## src/shared/tws_pkg.sv

```systemverilog
// Constants, register map and state codes of the two-wire serial block
package tws_pkg;

   localparam int unsigned ADDR_W = 8;
   localparam int unsigned DATA_W = 8;

   // Register offsets
   localparam logic [ADDR_W-1:0] OFS_BUS_DATA  = 8'h9a;
   localparam logic [ADDR_W-1:0] OFS_OWN_ADDR  = 8'h9b;
   localparam logic [ADDR_W-1:0] OFS_CTRL      = 8'he8;
   localparam logic [ADDR_W-1:0] OFS_CFG       = 8'he9;
   localparam logic [ADDR_W-1:0] OFS_IRQ_STAT  = 8'hea;
   localparam logic [ADDR_W-1:0] OFS_IRQ_MASK  = 8'heb;

   // two_wire_control bit positions
   localparam int unsigned CB_SW_MASTER_SDA_OUT     = 7;
   localparam int unsigned CB_SW_MASTER_SDA_DRIVE_EN = 6;
   localparam int unsigned CB_SW_MASTER_SCL_OUT     = 5;
   localparam int unsigned CB_SW_MASTER_SDA_IN      = 4;
   localparam int unsigned CB_MASTER_SELECT         = 3;
   localparam int unsigned CB_INTERFACE_RESET_BIT   = 2;
   localparam int unsigned CB_SLAVE_DIRECTION_FLAG  = 1;
   localparam int unsigned CB_BYTE_DONE_FLAG        = 0;

   // Configuration register bit
   localparam int unsigned CFG_SPI_SELECT_BIT = 0;

   // Interrupt status and mask layout
   localparam int unsigned IRQ_W          = 3;
   localparam int unsigned IRQ_BYTE_DONE  = 0;
   localparam int unsigned IRQ_ADDR_MATCH = 1;
   localparam int unsigned IRQ_STOP       = 2;

   // Reset values
   localparam logic [DATA_W-1:0] RST_BUS_DATA = 8'h00;
   localparam logic [DATA_W-1:0] RST_OWN_ADDR = 8'h55;
   localparam logic [IRQ_W-1:0]  RST_IRQ_MASK = 3'h0;

   // Bit counting within a byte
   localparam logic [3:0] BYTE_BITS   = 4'h8;
   localparam logic [3:0] LAST_TX_BIT = 4'h7;

   typedef enum logic [2:0] {
      ST_IDLE     = 3'b000,
      ST_ADDR     = 3'b001,
      ST_ACK_ADDR = 3'b010,
      ST_RX       = 3'b011,
      ST_ACK_RX   = 3'b100,
      ST_TX       = 3'b101,
      ST_TX_ACK   = 3'b110
   } tws_state_e;

endpackage

```

## src/shared/tws_line_if.sv

```systemverilog
// Synchronised bus line levels and events passed to the protocol logic
`timescale 1ns/10ps
interface tws_line_if;
   logic sda;
   logic scl;
   logic scl_rise;
   logic scl_fall;
   logic start;
   logic stop;

   modport src (output sda, scl, scl_rise, scl_fall, start, stop);
   modport snk (input  sda, scl, scl_rise, scl_fall, start, stop);
endinterface

```

## src/logic/tws_pin_sync.sv

```systemverilog
// Two-flop pin synchroniser with clock-edge and start/stop detection
`timescale 1ns/10ps
module tws_pin_sync
   import tws_pkg::*;
(
   input  wire logic clock,
   input  wire logic arst_n,
   input  wire logic sda_i,
   input  wire logic scl_i,
   tws_line_if.src   line
);

   typedef struct packed {
      logic sda_m;
      logic sda_s;
      logic sda_p;
      logic scl_m;
      logic scl_s;
      logic scl_p;
   } tws_sync_s;

   tws_sync_s s_r;
   tws_sync_s s_nxt;

   always_comb begin
      s_nxt       = s_r;
      s_nxt.sda_m = sda_i;
      s_nxt.sda_s = s_r.sda_m;
      s_nxt.sda_p = s_r.sda_s;
      s_nxt.scl_m = scl_i;
      s_nxt.scl_s = s_r.scl_m;
      s_nxt.scl_p = s_r.scl_s;
   end

   // Bus idles high, so reset to the released level
   always_ff @(posedge clock or negedge arst_n) begin
      if (!arst_n) begin
         s_r <= '1;
      end else begin
         s_r <= s_nxt;
      end
   end

   assign line.sda      = s_r.sda_s;
   assign line.scl      = s_r.scl_s;
   assign line.scl_rise = s_r.scl_s & ~s_r.scl_p;
   assign line.scl_fall = ~s_r.scl_s & s_r.scl_p;
   // Data moving while the clock stays high marks start or stop
   assign line.start    = s_r.scl_s & s_r.scl_p & s_r.sda_p & ~s_r.sda_s;
   assign line.stop     = s_r.scl_s & s_r.scl_p & ~s_r.sda_p & s_r.sda_s;

endmodule

```

## src/logic/tws_top.sv

```systemverilog
// Two-wire serial block: software master pins and hardware slave engine
//
// Behaviour
// Master drives data bit when enabled
// Drive enable selects data pin direction
// Master clock bit drives clock pin
// Data pin latched on clock when receiving
// Master select picks master or slave
// Interface reset bit holds slave engine
// Direction flag shows slave transmitting
// Byte-done flag set per byte, software clears
// Own address writable, resets to 55H
// Data register sends written, returns received
// Software touches data once per byte
// Pins shared with SPI, select bit
// Slave answers only its own address
// Start, stop, acknowledge, MSB first
`timescale 1ns/10ps
module tws_top
   import tws_pkg::*;
(
   input  wire logic              clock,
   input  wire logic              arst_n,
   input  wire logic [ADDR_W-1:0] addr,
   input  wire logic [DATA_W-1:0] wdata,
   input  wire logic              wr_en,
   input  wire logic              rd_en,
   output      logic [DATA_W-1:0] rdata,
   output      logic              irq,
   input  wire logic              sda_i,
   output      logic              sda_o,
   output      logic              sda_oe,
   input  wire logic              scl_i,
   output      logic              scl_o,
   output      logic              scl_oe
);

   typedef struct packed {
      logic [DATA_W-1:0] bus_data;
      logic [DATA_W-1:0] own_addr;
      logic              sda_out;
      logic              sda_drive_en;
      logic              scl_out;
      logic              sda_in;
      logic              master_select;
      logic              iface_reset;
      logic              direction;
      logic              byte_done;
      logic              spi_select;
      logic [IRQ_W-1:0]  irq_stat;
      logic [IRQ_W-1:0]  irq_mask;
      tws_state_e        state;
      logic [3:0]        bit_cnt;
      logic [DATA_W-1:0] shift;
      logic              ack_ok;
      logic              slv_sda_low;
      logic [DATA_W-1:0] rdata;
      logic              irq;
      logic              sda_o;
      logic              sda_oe;
      logic              scl_o;
      logic              scl_oe;
   } tws_top_s;

   tws_top_s s_r;
   tws_top_s s_nxt;

   logic             slave_on;
   logic [IRQ_W-1:0] ev;

   tws_line_if line ();

   tws_pin_sync u_sync (
      .clock  (clock),
      .arst_n (arst_n),
      .sda_i  (sda_i),
      .scl_i  (scl_i),
      .line   (line.src)
   );

   function automatic logic [DATA_W-1:0] ctrl_pack(input tws_top_s s);
      logic [DATA_W-1:0] v;
      v                            = 8'h00;
      v[CB_SW_MASTER_SDA_OUT]      = s.sda_out;
      v[CB_SW_MASTER_SDA_DRIVE_EN] = s.sda_drive_en;
      v[CB_SW_MASTER_SCL_OUT]      = s.scl_out;
      v[CB_SW_MASTER_SDA_IN]       = s.sda_in;
      v[CB_MASTER_SELECT]          = s.master_select;
      v[CB_INTERFACE_RESET_BIT]    = s.iface_reset;
      v[CB_SLAVE_DIRECTION_FLAG]   = s.direction;
      v[CB_BYTE_DONE_FLAG]         = s.byte_done;
      return v;
   endfunction

   function automatic logic [DATA_W-1:0] read_mux(input tws_top_s s,
                                                  input logic [ADDR_W-1:0] a);
      logic [DATA_W-1:0] v;
      v = 8'h00;
      case (a)
         OFS_BUS_DATA: begin
            v = s.bus_data;
         end
         OFS_OWN_ADDR: begin
            v = s.own_addr;
         end
         OFS_CTRL: begin
            v = ctrl_pack(s);
         end
         OFS_CFG: begin
            v[CFG_SPI_SELECT_BIT] = s.spi_select;
         end
         OFS_IRQ_STAT: begin
            v[IRQ_W-1:0] = s.irq_stat;
         end
         OFS_IRQ_MASK: begin
            v[IRQ_W-1:0] = s.irq_mask;
         end
         default: begin
            v = 8'h00;
         end
      endcase
      return v;
   endfunction

   always_comb begin
      s_nxt       = s_r;
      s_nxt.rdata = 8'h00;
      ev          = '0;
      // mode select
      // engine held in reset
      // SPI owns pins
      slave_on    = !s_r.spi_select && !s_r.master_select && !s_r.iface_reset;

      if (wr_en) begin
         case (addr)
            OFS_BUS_DATA: begin
               // byte to transmit
               s_nxt.bus_data = wdata;
            end
            OFS_OWN_ADDR: begin
               // address writable
               s_nxt.own_addr = wdata;
            end
            OFS_CTRL: begin
               s_nxt.sda_out       = wdata[CB_SW_MASTER_SDA_OUT];
               s_nxt.sda_drive_en  = wdata[CB_SW_MASTER_SDA_DRIVE_EN];
               s_nxt.scl_out       = wdata[CB_SW_MASTER_SCL_OUT];
               s_nxt.master_select = wdata[CB_MASTER_SELECT];
               s_nxt.iface_reset   = wdata[CB_INTERFACE_RESET_BIT];
               // software clears by writing zero
               if (!wdata[CB_BYTE_DONE_FLAG]) begin
                  s_nxt.byte_done = 1'b0;
               end
            end
            OFS_CFG: begin
               s_nxt.spi_select = wdata[CFG_SPI_SELECT_BIT];
            end
            OFS_IRQ_STAT: begin
               s_nxt.irq_stat = s_r.irq_stat & ~wdata[IRQ_W-1:0];
            end
            OFS_IRQ_MASK: begin
               s_nxt.irq_mask = wdata[IRQ_W-1:0];
            end
            default: begin
            end
         endcase
      end

      if (rd_en) begin
         // received byte readback
         s_nxt.rdata = read_mux(s_r, addr);
      end

      // sample data pin on clock rise
      if (s_r.master_select && !s_r.sda_drive_en && line.scl_rise) begin
         s_nxt.sda_in = line.sda;
      end

      if (!slave_on) begin
         // engine idle and bus released
         s_nxt.state       = ST_IDLE;
         s_nxt.bit_cnt     = 4'h0;
         s_nxt.slv_sda_low = 1'b0;
      end else if (line.stop) begin
         // stop ends any transfer
         if (s_r.state != ST_IDLE) begin
            ev[IRQ_STOP] = 1'b1;
         end
         s_nxt.state       = ST_IDLE;
         s_nxt.slv_sda_low = 1'b0;
      end else if (line.start) begin
         // start, repeated or not, restarts address phase
         s_nxt.state       = ST_ADDR;
         s_nxt.bit_cnt     = 4'h0;
         s_nxt.slv_sda_low = 1'b0;
      end else begin
         case (s_r.state)
            ST_IDLE: begin
               s_nxt.slv_sda_low = 1'b0;
            end
            ST_ADDR, ST_RX: begin
               if (line.scl_rise && s_r.bit_cnt != BYTE_BITS) begin
                  // MSB first shift in
                  s_nxt.shift   = {s_r.shift[DATA_W-2:0], line.sda};
                  s_nxt.bit_cnt = s_r.bit_cnt + 4'h1;
               end else if (line.scl_fall && s_r.bit_cnt == BYTE_BITS) begin
                  s_nxt.bit_cnt = 4'h0;
                  if (s_r.state == ST_ADDR) begin
                     // own address compare
                     if (s_r.shift[7:1] == s_r.own_addr[6:0]) begin
                        ev[IRQ_ADDR_MATCH] = 1'b1;
                        s_nxt.slv_sda_low  = 1'b1;
                        // direction from read/write bit
                        s_nxt.direction    = s_r.shift[0];
                        s_nxt.state        = ST_ACK_ADDR;
                     end else begin
                        s_nxt.state = ST_IDLE;
                     end
                  end else begin
                     // byte received
                     ev[IRQ_BYTE_DONE]  = 1'b1;
                     s_nxt.bus_data     = s_r.shift;
                     s_nxt.slv_sda_low  = 1'b1;
                     s_nxt.state        = ST_ACK_RX;
                  end
               end
            end
            ST_ACK_ADDR: begin
               if (line.scl_fall) begin
                  s_nxt.bit_cnt = 4'h0;
                  if (s_r.direction) begin
                     // first bit out MSB first
                     s_nxt.shift       = s_r.bus_data;
                     s_nxt.slv_sda_low = ~s_r.bus_data[DATA_W-1];
                     s_nxt.state       = ST_TX;
                  end else begin
                     s_nxt.slv_sda_low = 1'b0;
                     s_nxt.state       = ST_RX;
                  end
               end
            end
            ST_ACK_RX: begin
               if (line.scl_fall) begin
                  s_nxt.slv_sda_low = 1'b0;
                  s_nxt.state       = ST_RX;
               end
            end
            ST_TX: begin
               if (line.scl_fall) begin
                  if (s_r.bit_cnt == LAST_TX_BIT) begin
                     // byte transmitted
                     ev[IRQ_BYTE_DONE] = 1'b1;
                     s_nxt.slv_sda_low = 1'b0;
                     s_nxt.bit_cnt     = 4'h0;
                     s_nxt.state       = ST_TX_ACK;
                  end else begin
                     s_nxt.shift       = {s_r.shift[DATA_W-2:0], 1'b0};
                     s_nxt.slv_sda_low = ~s_r.shift[DATA_W-2];
                     s_nxt.bit_cnt     = s_r.bit_cnt + 4'h1;
                  end
               end
            end
            ST_TX_ACK: begin
               if (line.scl_rise) begin
                  s_nxt.ack_ok = ~line.sda;
               end else if (line.scl_fall) begin
                  if (s_r.ack_ok) begin
                     // Next byte taken from data register as it stands now
                     s_nxt.shift       = s_r.bus_data;
                     s_nxt.slv_sda_low = ~s_r.bus_data[DATA_W-1];
                     s_nxt.state       = ST_TX;
                  end else begin
                     // Master refused; wait for stop
                     s_nxt.state = ST_IDLE;
                  end
               end
            end
            default: begin
               s_nxt.state       = ST_IDLE;
               s_nxt.slv_sda_low = 1'b0;
            end
         endcase
      end

      // Hardware set wins over a same-cycle software clear
      if (ev[IRQ_BYTE_DONE]) begin
         s_nxt.byte_done = 1'b1;
      end
      s_nxt.irq_stat = s_nxt.irq_stat | ev;
      s_nxt.irq      = |(s_nxt.irq_stat & s_nxt.irq_mask);

      // Pin drivers, registered so the pads never see decode glitches
      if (s_nxt.spi_select) begin
         // two-wire pins released
         s_nxt.sda_o  = 1'b0;
         s_nxt.sda_oe = 1'b0;
         s_nxt.scl_o  = 1'b0;
         s_nxt.scl_oe = 1'b0;
      end else if (s_nxt.master_select) begin
         // data bit when enabled
         // enable sets direction
         s_nxt.sda_o  = s_nxt.sda_out;
         s_nxt.sda_oe = s_nxt.sda_drive_en;
         // clock bit straight out
         s_nxt.scl_o  = s_nxt.scl_out;
         s_nxt.scl_oe = 1'b1;
      end else begin
         // Slave pulls data low only; no clock stretching
         s_nxt.sda_o  = 1'b0;
         s_nxt.sda_oe = s_nxt.slv_sda_low;
         s_nxt.scl_o  = 1'b0;
         s_nxt.scl_oe = 1'b0;
      end
   end

   always_ff @(posedge clock or negedge arst_n) begin
      if (!arst_n) begin
         s_r          <= '0;
         s_r.state    <= ST_IDLE;
         s_r.bus_data <= RST_BUS_DATA;
         // power-on address
         s_r.own_addr <= RST_OWN_ADDR;
         s_r.irq_mask <= RST_IRQ_MASK;
      end else begin
         s_r <= s_nxt;
      end
   end

   assign rdata  = s_r.rdata;
   assign irq    = s_r.irq;
   assign sda_o  = s_r.sda_o;
   assign sda_oe = s_r.sda_oe;
   assign scl_o  = s_r.scl_o;
   assign scl_oe = s_r.scl_oe;

endmodule

```

## config.mk

```make
export PLATFORM = sky130hd
export DESIGN_NAME = tws_top
export DESIGN_NICKNAME = d
export VERILOG_FILES = /design/src/shared/tws_pkg.sv /design/src/shared/tws_line_if.sv /design/src/logic/tws_pin_sync.sv /design/src/logic/tws_top.sv
export SDC_FILE = /design/constraint.sdc
export NUM_CORES = 1
export LEC_CHECK = 0
export ABC_AREA = 1
export BUFFER_PORTS_ARGS = -buffer_cell sky130_fd_sc_hd__clkbuf_2
export CORE_UTILIZATION = 53
export CTS_CLUSTER_SIZE = 16
export DETAILED_ROUTE_END_ITERATION = 8
export HOLD_SLACK_MARGIN = 0.05
export PLACE_DENSITY = 0.86
export SLEW_MARGIN = 0
export SYNTH_ARGS = -nofsm -noshare
export SYNTH_HDL_FRONTEND = slang
export SYNTH_HIERARCHICAL = 1
export SYNTH_SLANG_ARGS = --single-unit
export TNS_END_PERCENT = 1
```

## constraint.sdc

```tcl
create_clock -name clock -period 1.75 [get_ports clock]
set_input_delay 0.175 -clock clock [delete_from_list [all_inputs] [get_ports clock]]
set_output_delay 0.175 -clock clock [all_outputs]
set_load 0.05 [all_outputs]
```

; ---- Word-level counts from Yosys, hierarchy flattened
; Index checks and enable logic that the tools add are counted.
[totals]
latchBits = 0
inputBits = 22
ram_bits = 0
memories = 0
wordCells = 201
output_inout_bits = 13
mem_bits_ro = 0
reg_bits = 67
[classes]
div_mod_pow = 0
n_lt_le_gt_ge = 0
n_reduce_logical = 25
mux = 86
n_bitwise = 20
add_sub_neg = 1
n_mul = 0
eq_ne = 39
shift = 0
[op_table]
columns = operator, n
row1 = 2-to-1 mux 8 bit, 17
row2 = "== test 8 bit, second input constant", 6
row3 = "inequality test 5 bit, second input constant", 9
row4 = 2-to-1 mux 3 bit, 13
row5 = case mux 8 bit (4 select lines), 1
row6 = 2-to-1 mux 15 bit, 2
row7 = 2-to-1 mux 1 bit, 29
row8 = 2-to-1 mux 7 bit, 3
row9 = 2-to-1 mux 19 bit, 1
row10 = "inequality test 2 bit, second input constant", 9
row11 = case mux 3 bit (6 select lines), 1
row12 = 2-to-1 mux 4 bit, 4
row13 = "inequality test 4 bit, second input constant", 4
row14 = case mux 5 bit (3 select lines), 1
row15 = 2-to-1 mux 2 bit, 7
row16 = 2-to-1 mux 13 bit, 1
row17 = case mux 4 bit (3 select lines), 1
row18 = AND reduction 12 bit, 1
row19 = case mux 2 bit (5 select lines), 1
row20 = AND reduction 5 bit, 2
row21 = "== test 3 bit, second input constant", 3
row22 = 2-to-1 mux 9 bit, 1
row23 = inverter 1 bit, 9
row24 = AND reduction 9 bit, 1
row25 = 26 further kinds, 44

; ---- Longest topological paths before layout
; Gate-level depths: netlist of the first run.
[depth]
word_depth = 12
depth_mapped = 12
mapped_depth_nobuf = 12

; ---- Cells and area by module
; Netlist of the first run, hierarchy kept.
[modules_own_cells]
columns = mod, area_each_um2, instances, cells_per_inst, seq_area_each_um2
row1 = tws_top, 3488.3, 1, 450, 1531.5
row2 = tws_pin_sync, 198.9, 1, 17, 157.7

; ---- Worst setup path before layout of the first run
; Ideal clock, no wire load.
[synth_timing]
kind = register to register
startpoint = register u_sync.s_r (netlist bit u_sync/line.scl)
endpoint = register s_r[16] (netlist bit)
stages_incl_launch_ff = 12
arrival_ns = 1.726
setup_slack_ns = -0.050
period_less_slack_ns = 1.800
required_ns = 1.676
setup_ns = 0.074
n_path_buf = 2
cell_sequence = dfstp_2 inv_1 nor2_1 inv_1 nor2_1 inv_1 a221oi_2 and2_1 buf_6 buf_12 nand2_2 o21ai_2
[synth_between]
word_cells_on_any_way = 17
cone_classes = eq/ne (5) / bitwise (10) / reduce/logical (2)
[synth_lines]
columns = element, line
row1 = from (decl), tws_pin_sync.sv:22  ; tws_sync_s s_r;
row2 = from (signal assigned), tws_pin_sync.sv:40  ; s_r <= s_nxt;
row3 = AND 1 bit (*), tws_pin_sync.sv:46  ; assign line.scl_rise = s_r.scl_s & ~s_r.scl_p;
row4 = net line.scl_rise, tws_line_if.sv:6  ; logic scl_rise;
row5 = logical AND 1 bit, tws_top.sv:202  ; if (line.scl_rise && s_r.bit_cnt != BYTE_BITS) begin
row6 = inequality test 2 bit (no source line), n/a
row7 = AND reduction 12 bit (no source line) (*), n/a
row8 = to (signal assigned), tws_top.sv:325  ; s_r <= s_nxt;
row9 = to (decl), tws_top.sv:65  ; tws_top_s s_r;
; The timed path passes the listed nets; every way through them passes the cells marked *.
; A chain may end at the register's enable or synchronous reset.

; ---- Worst setup path in the final report of the first run
; Same ends and word-level chain as after synthesis.

==> results.sh, run 1 <==
export IMPL_layout_common_cells="sky130_fd_sc_hd__nand2_1 (122), sky130_fd_sc_hd__inv_1 (60), sky130_fd_sc_hd__dfrtp_1 (54)"
export IMPL_worst_ep_required_time_ns=1.99
export IMPL_dieArea_mm2=0.00729
export IMPL_timing_final_setup_violations=3
export IMPL_worst_skew_pair_late_latency_ns=0.35
export IMPL_fmax_mhz=570
export IMPL_timing_hold_worst_path_depth=3
export IMPL_grt_total_usage_pct=27.5
export IMPL_worst_setup_path_end_kind="register"
export IMPL_synth_sequential_area_ratio_pct=45.8
export IMPL_fp_coreArea_mm2=0.00676
export IMPL_final_setup_tns_ns=-0.00817
export IMPL_design_final_nets=552
export IMPL_num_vias=3421
export IMPL_globalplace_congestion=0.995
export IMPL_initialDrtViolationCount=359
export IMPL_finalMaxSlewViolations=0
export IMPL_post_synth_instance_area_mm2=0.00369
export IMPL_timing_hold_worst_start="wdata[4]"
export IMPL_drt_wl_total_um=9500
export IMPL_cts_htree_levels=3
export IMPL_outcome="complete, but fails checks"
export IMPL_ff2ff_setup_slack_ns=-0.005
export IMPL_holdWs_ns=0.0719
export IMPL_areaGrowthSynthToFinish_pct=19.0
export IMPL_worstHoldPathType="input pin to register"
export IMPL_crit_reg2reg_capture="s_r[16]"
export IMPL_slew_of_the_pin_with_the_lowest_slew_margin_ns=0.499
export IMPL_report_final_hold_viol_count=0
export IMPL_grt_first_pass_wirelength_um=15300
export IMPL_firstDrtPassIters=5
export IMPL_cp_start_kind="register"
export IMPL_antennaDiodeCount=0
export IMPL_asyncSetResetFlopFracSynth_pct=100
export IMPL_dominantRegCellSynth="sky130_fd_sc_hd__dfrtp_1"
export IMPL_synth_enable_flop_cells=0
export IMPL_synth_nets=491
export IMPL_first_global_vias=3240
export IMPL_cts_tree="done"
export IMPL_synthesis_yosys_warnings=6
export IMPL_cts_num_sinks=67
export IMPL_die_y_um=85.4
export IMPL_worstPathArrival_ns=1.99
export IMPL_cellPowerDensity_mw_per_mm2=731
export IMPL_io_pins=35
export IMPL_synthDominantCellAreaShare_pct=38.7
export IMPL_vdd_ir_drop_max_mv=0.471
export IMPL_largest_fanout_of_any_net_on_the_critical_path=8
export IMPL_place_port_buffers=34
export IMPL_cts_buffers_inserted=9
export IMPL_grt_ovfl_total=0
export IMPL_antenna_found_initial=0
export IMPL_ys_ff_latch=67
export IMPL_cpPeakStageDelay_ns=0.56
export IMPL_syn_instance_count=467
export IMPL_skew_ns=0.00638
export IMPL_timing_setup_critical_path_class="register to register"
export IMPL_largest_net_degree_at_the_start_of_global_routing=27
export IMPL_min_delay_worst_endpoint="s_r[49]"
export IMPL_ctsRootBufferMaster="sky130_fd_sc_hd__clkbuf_8"
export IMPL_cap_viol_max_count=0
export IMPL_path_cells="inv_1 > nor2_2 > inv_2 > nor2_2 > inv_2 > a221oi_2 > and2_4 > clkbuf_16 > o21ai_2"
export IMPL_most_common_library_cell_in_the_layout_ignoring_fill_and_taps="sky130_fd_sc_hd__nand2_1"
export IMPL_worst_setup_hold_path_clk_slew_ns=0.07
export IMPL_floorplan_initialDensity_pct=54.6
export IMPL_antenna_nets_post_route=0
export IMPL_synth_lib_cells_used_distinct=46
export IMPL_max_slew_margin_pct=66.8
export IMPL_cell_taking_the_most_area_after_synthesis="sky130_fd_sc_hd__dfrtp_1"
export IMPL_failed_checks="negative setup slack"
export IMPL_drcViolationCount=0
export IMPL_detail_route_wl_per_cell_um=15.5
export IMPL_final_setup_worst_slack_ns=-0.00529
export IMPL_number_of_standard_cell_rows_in_the_floorplan=30
export IMPL_layout_cells_sized_above_1_pct=28.3
export IMPL_post_dp_hpwl_um=7150
export IMPL_final_cycle_utilization_of_the_critical_path_pct=100
export IMPL_netlist_top_cells_area="sky130_fd_sc_hd__dfrtp_1 (39%), sky130_fd_sc_hd__nand2_1 (13%), sky130_fd_sc_hd__dfstp_2 (7.1%), sky130_fd_sc_hd__inv_1 (6.7%), sky130_fd_sc_hd__nand3_1 (3.4%)"
export IMPL_cts_max_path_buffers=2
export IMPL_die_w_um=85.4
export IMPL_leak_pwr_nw=2.16
export IMPL_critical_path_slowest_cell="sky130_fd_sc_hd__dfstp_2"
export IMPL_finalCriticalPeriod_ns=1.76
export IMPL_drt_vias_per_instance=5.58
export IMPL_syn_mean_instance_area_um2=7.90
export IMPL_rr_startpoint="u_sync/line.scl"
export IMPL_worst_r2r_cell_count=9
export IMPL_grt_setup_unrepaired="yes"
power by group:
part / total, mW / internal [mW] / switching (mW)
logic: 0.344 / 0.119 / 0.226
clock network: 1.21 / 0.570 / 0.640
registers: 1.65 / 1.62 / 0.0366
total: 3.21 / 2.31 / 0.902
cell usage after synthesis, types with 2 or more instances:
library cell,number
sky130_fd_sc_hd__a21oi_1,7
sky130_fd_sc_hd__buf_2,3
sky130_fd_sc_hd__buf_4,9
sky130_fd_sc_hd__buf_6,2
sky130_fd_sc_hd__clkbuf_1,4
sky130_fd_sc_hd__dfrtp_1,57
sky130_fd_sc_hd__dfstp_2,10
sky130_fd_sc_hd__ha_1,2
sky130_fd_sc_hd__inv_1,66
sky130_fd_sc_hd__inv_2,9
sky130_fd_sc_hd__nand2_1,125
sky130_fd_sc_hd__nand2_2,2
sky130_fd_sc_hd__nand3_1,25
sky130_fd_sc_hd__nand4_1,4
sky130_fd_sc_hd__nor2_1,32
sky130_fd_sc_hd__nor2_2,4
sky130_fd_sc_hd__nor3_1,3
sky130_fd_sc_hd__nor3_2,2
sky130_fd_sc_hd__o211ai_1,11
sky130_fd_sc_hd__o21ai_0,25
sky130_fd_sc_hd__o21ai_1,24
sky130_fd_sc_hd__o21ai_2,8
sky130_fd_sc_hd__o221ai_1,3
sky130_fd_sc_hd__o22ai_1,7
sky130_fd_sc_hd__o31ai_1,2
layer usage:
metal  share of wire [%]  track usage [%]
met1                  43             35.6
met2                  48             45.8
met5                   0                0
met4                 2.3             10.0
met3                 6.3             5.54
cells by family (layout without fill, tap and decap cells):
kind of cell	Yosys count	count (layout)	share of synthesized area, %
flops	67	67	45.8
buf+inv	95	161	11.7
xor+xnor	2	2	0.475
compound gates	94	94	16.2
mux	1	1	0.305
simple gates	206	206	24.9
fa+ha+maj	2	2	0.679
sequential cells by signal, summed over array words and instances, names as in the netlist, 2 cells and up:
name          count
rdata             8
s_r              48
u_sync/s_nxt      2
u_sync/s_r        2
per-stage QoR:
step           utilization, %  total power, mW  setup slack [ns]  instance area (um^2)  cells
6_report                 64.9             3.21          -0.00529                  4390    613
5_1_grt                  64.9             3.33            -0.106                  4390    613
4_1_cts                  63.9             3.21            0.0248                  4320    611
3_5_place_dp             60.6             2.01           -0.0356                  4100    592
3_3_place_gp             60.6             2.00            0.0534                  4100    592
2_1_floorplan               -             1.85           0.00195                  3690    467
cell type report:
class | count | area [um^2]
clock buffers | 10 | 138
clock inverters | 6 | 47.5
fillers | 567 | 2370
repair buffers | 69 | 508
multi-input cells | 305 | 1610
well taps | 80 | 100
flip-flops and latches | 67 | 1690
inverters | 76 | 295
worst max-delay path, delay by kind of cell, from the launching register on:
| family | cells | cell delay [ns] |
|---|---|---|
| AOI/OAI and AO/OA | 2 | 0.27 |
| buffers and inverters | 4 | 0.35 |
| DFF | 1 | 0.56 |
| and+or+nand+nor | 3 | 0.45 |
repair_timing:
item | CTS | global route
pin swaps | 0 | 1
hold buffers | 3 | 0
resized for setup | 3 | 20
cloned | 0 | 1
setup buffers | 0 | 1
setup endpoints to repair | 8 | 26
endpoints found under the hold margin | 19 | 0
worst max-delay path by stage:
stage               startpoint  endpoint  slack, ns  cells past startpoint
2_1_floorplan    u_sync/s_r[0]   s_r[16]      0.002                      9
3_3_place_gp   u_sync/line.scl   s_r[20]       0.05                     10
3_5_place_dp   u_sync/line.scl   s_r[15]      -0.04                     10
4_1_cts          u_sync/s_r[0]   s_r[15]       0.02                      8
5_1_grt                s_r[24]   s_r[24]      -0.11                     10
6_report       u_sync/line.scl   s_r[16]     -0.005                      9
No activity file was read; power rests on OpenSTA's default activity.
==> run 2: changes to the inputs <==
--- a/config.mk
+++ b/config.mk
@@ -6,12 +6,13 @@
 export NUM_CORES = 1
 export LEC_CHECK = 0
 export ABC_AREA = 1
-export BUFFER_PORTS_ARGS = -buffer_cell sky130_fd_sc_hd__clkbuf_2
+export BUFFER_PORTS_ARGS = -buffer_cell sky130_fd_sc_hd__buf_2
 export CORE_UTILIZATION = 53
 export CTS_CLUSTER_SIZE = 16
 export DETAILED_ROUTE_END_ITERATION = 8
 export HOLD_SLACK_MARGIN = 0.05
 export PLACE_DENSITY = 0.86
+export SKIP_LAST_GASP = 1
 export SLEW_MARGIN = 0
 export SYNTH_ARGS = -nofsm -noshare
 export SYNTH_HDL_FRONTEND = slang
==> results.sh, run 2 (synthesis results as in run 1) <==
export IMPL_cp_start_kind="register"
export IMPL_layout_common_cells="sky130_fd_sc_hd__nand2_1 (117), sky130_fd_sc_hd__inv_1 (58), sky130_fd_sc_hd__dfrtp_1 (55)"
export IMPL_cellPowerDensity_mw_per_mm2=763
export IMPL_rr_startpoint="u_sync/line.scl"
export IMPL_io_pins=35
export IMPL_antennaDiodeCount=0
export IMPL_worst_setup_path_end_kind="register"
export IMPL_fin_total_pwr_mw=3.51
export IMPL_num_vias=3483
export IMPL_drt_vias_per_instance=5.59
export IMPL_antenna_found_initial=0
export IMPL_worst_r2r_cell_count=9
export IMPL_timing_critical_path_max_delay_family="flip-flops"
export IMPL_cts_num_sinks=67
export IMPL_min_delay_worst_endpoint="s_r[49]"
export IMPL_top_register="s_r"
export IMPL_timing_final_setup_violations=8
export IMPL_antenna_nets_post_route=0
export IMPL_cts_tree="done"
export IMPL_leak_pwr_nw=2.22
export IMPL_final_cycle_utilization_of_the_critical_path_pct=102
export IMPL_largest_fanout_of_any_net_on_the_critical_path=8
export IMPL_cpPeakStageDelay_ns=0.55
export IMPL_first_global_vias=3227
export IMPL_detailed_place_area_mm2=0.00409
export IMPL_pwr_share_comb_pct=11.1
export IMPL_dieArea_mm2=0.00729
export IMPL_ff2ff_setup_slack_ns=-0.04
export IMPL_worst_path_most_repeated_cell="sky130_fd_sc_hd__inv_2"
export IMPL_design_final_nets=562
export IMPL_crit_path_cell_count=9
export IMPL_post_dp_hpwl_um=6760
export IMPL_die_y_um=85.4
export IMPL_cts_max_path_buffers=2
export IMPL_cap_viol_max_count=0
export IMPL_most_common_library_cell_in_the_layout_ignoring_fill_and_taps="sky130_fd_sc_hd__nand2_1"
export IMPL_post_route_cell_area_mm2=0.00460
export IMPL_ctsRootBufferMaster="sky130_fd_sc_hd__clkbuf_8"
export IMPL_worstPathArrival_ns=2.04
export IMPL_initialDrtViolationCount=348
export IMPL_max_slew_margin_pct=76.0
export IMPL_timing_setup_critical_path_class="register to register"
export IMPL_die_w_um=85.4
export IMPL_failed_checks="negative setup slack"
export IMPL_fmax_mhz=559
export IMPL_number_of_standard_cell_rows_in_the_floorplan=30
export IMPL_cts_htree_levels=3
export IMPL_crit_reg2reg_capture="s_r[18]"
export IMPL_worstHoldPathType="input pin to register"
export IMPL_grt_first_pass_wirelength_um=15400
export IMPL_firstDrtPassIters=5
export IMPL_layout_cells_sized_above_1_pct=32.8
export IMPL_report_final_hold_viol_count=0
export IMPL_globalplace_congestion=0.911
export IMPL_final_util_pct=68.1
export IMPL_slew_of_the_pin_with_the_lowest_slew_margin_ns=0.356
export IMPL_num_fill_cells=542
export IMPL_finalMaxSlewViolations=0
export IMPL_drcViolationCount=0
export IMPL_cts_buffers_inserted=9
export IMPL_final_setup_tns_ns=-0.282
export IMPL_outcome="complete, but fails checks"
export IMPL_place_port_buffers=34
export IMPL_largest_register_ffs=48
export IMPL_grt_total_usage_pct=27.6
export IMPL_pwr_share_clk_pct=41.9
export IMPL_fp_coreArea_mm2=0.00676
export IMPL_path_cells="inv_2 > nor2_2 > inv_2 > nor2_4 > inv_2 > a221oi_2 > and2_4 > clkbuf_16 > o21ai_2"
export IMPL_worst_skew_pair_late_latency_ns=0.36
export IMPL_skew_ns=0.0109
export IMPL_finalCriticalPeriod_ns=1.79
export IMPL_final_setup_worst_slack_ns=-0.0386
export IMPL_timing_hold_worst_start="wdata[4]"
export IMPL_floorplan_initialDensity_pct=54.6
export IMPL_grt_ovfl_total=0
export IMPL_largest_net_degree_at_the_start_of_global_routing=65
export IMPL_grt_setup_unrepaired="yes"
export IMPL_detail_route_wl_per_cell_um=15.7
export IMPL_power_share_sequential_pct=47.1
export IMPL_areaGrowthSynthToFinish_pct=24.7
export IMPL_critical_path_slowest_cell="sky130_fd_sc_hd__dfstp_2"
export IMPL_holdWs_ns=0.0550
export IMPL_vdd_ir_drop_max_mv=0.734
export IMPL_p_int_mw=2.57
export IMPL_p_sw_uw=938
export IMPL_netSwitchingFraction_pct=26.7
export IMPL_worst_ep_required_time_ns=2.00
export IMPL_timing_hold_worst_path_depth=3
export IMPL_drt_wl_total_um=9760
export IMPL_worst_path_buf_inv=4
export IMPL_worst_setup_hold_path_clk_slew_ns=0.08
## run 2: per-stage QoR
step           setup slack (ns)  std cells
2_1_floorplan           0.00195        467
3_3_place_gp            -0.0229        593
3_5_place_dp            -0.0505        593
4_1_cts                 -0.0102        612
5_1_grt                 -0.0833        623
6_report                -0.0386        623
## run 2: metal layers
metal | track usage (%) | wire length, um
met1 | 38.1 | 4070
met2 | 41.7 | 4530
met3 | 4.77 | 763
met4 | 14.4 | 396
met5 | 0 | 0
## run 2: area by class of cell
| cell class | instances | area, um^2 | area share, % |
|---|---|---|---|
| Inverter | 76 | 295 | 6.42 |
| Multi-Input combinational cell | 305 | 1700 | 37.0 |
| Timing Repair Buffer | 79 | 587 | 12.8 |
| Tap cell | 80 | 100 | 2.18 |
| Clock inverter | 7 | 100 | 2.18 |
| Sequential cell | 67 | 1690 | 36.8 |
| Clock buffer | 9 | 124 | 2.69 |
## run 2: worst max path at each step
stage,from,end,slack (ns)
final,u_sync/line.scl,s_r[18],-0.04
after global routing,u_sync/line.scl,s_r[19],-0.08
after CTS,s_r[28],s_r[18],-0.01
after detailed placement,u_sync/line.scl,s_r[18],-0.05
after global placement,u_sync/line.scl,s_r[19],-0.02
after floorplan,u_sync/s_r[0],s_r[16],0.002
## run 2: tightest hold or removal path: cells and delay by family
family / cells / cell delay [ns]
buffers and inverters: 1 / 0.10
and+or+nand+nor: 1 / 0.09
AOI/OAI and AO/OA: 1 / 0.04
## run 2: repair_timing
item	4_1_cts	5_1_grt
setup endpoints to repair	10	27
resized for setup	4	46
gates cloned	0	1
setup buffers	0	10
hold buffers	3	0
pin swaps	0	12
hold endpoints to repair	59	0
## run 2: power groups by stage
stage | registers, mW | clock network [mW] | logic, mW
floorplan | 1.71 | 0 | 0.142
global placement | 1.68 | 0 | 0.317
detailed placement | 1.68 | 0 | 0.327
CTS | 1.65 | 1.48 | 0.335
global route | 1.66 | 1.55 | 0.428
finish | 1.65 | 1.47 | 0.388
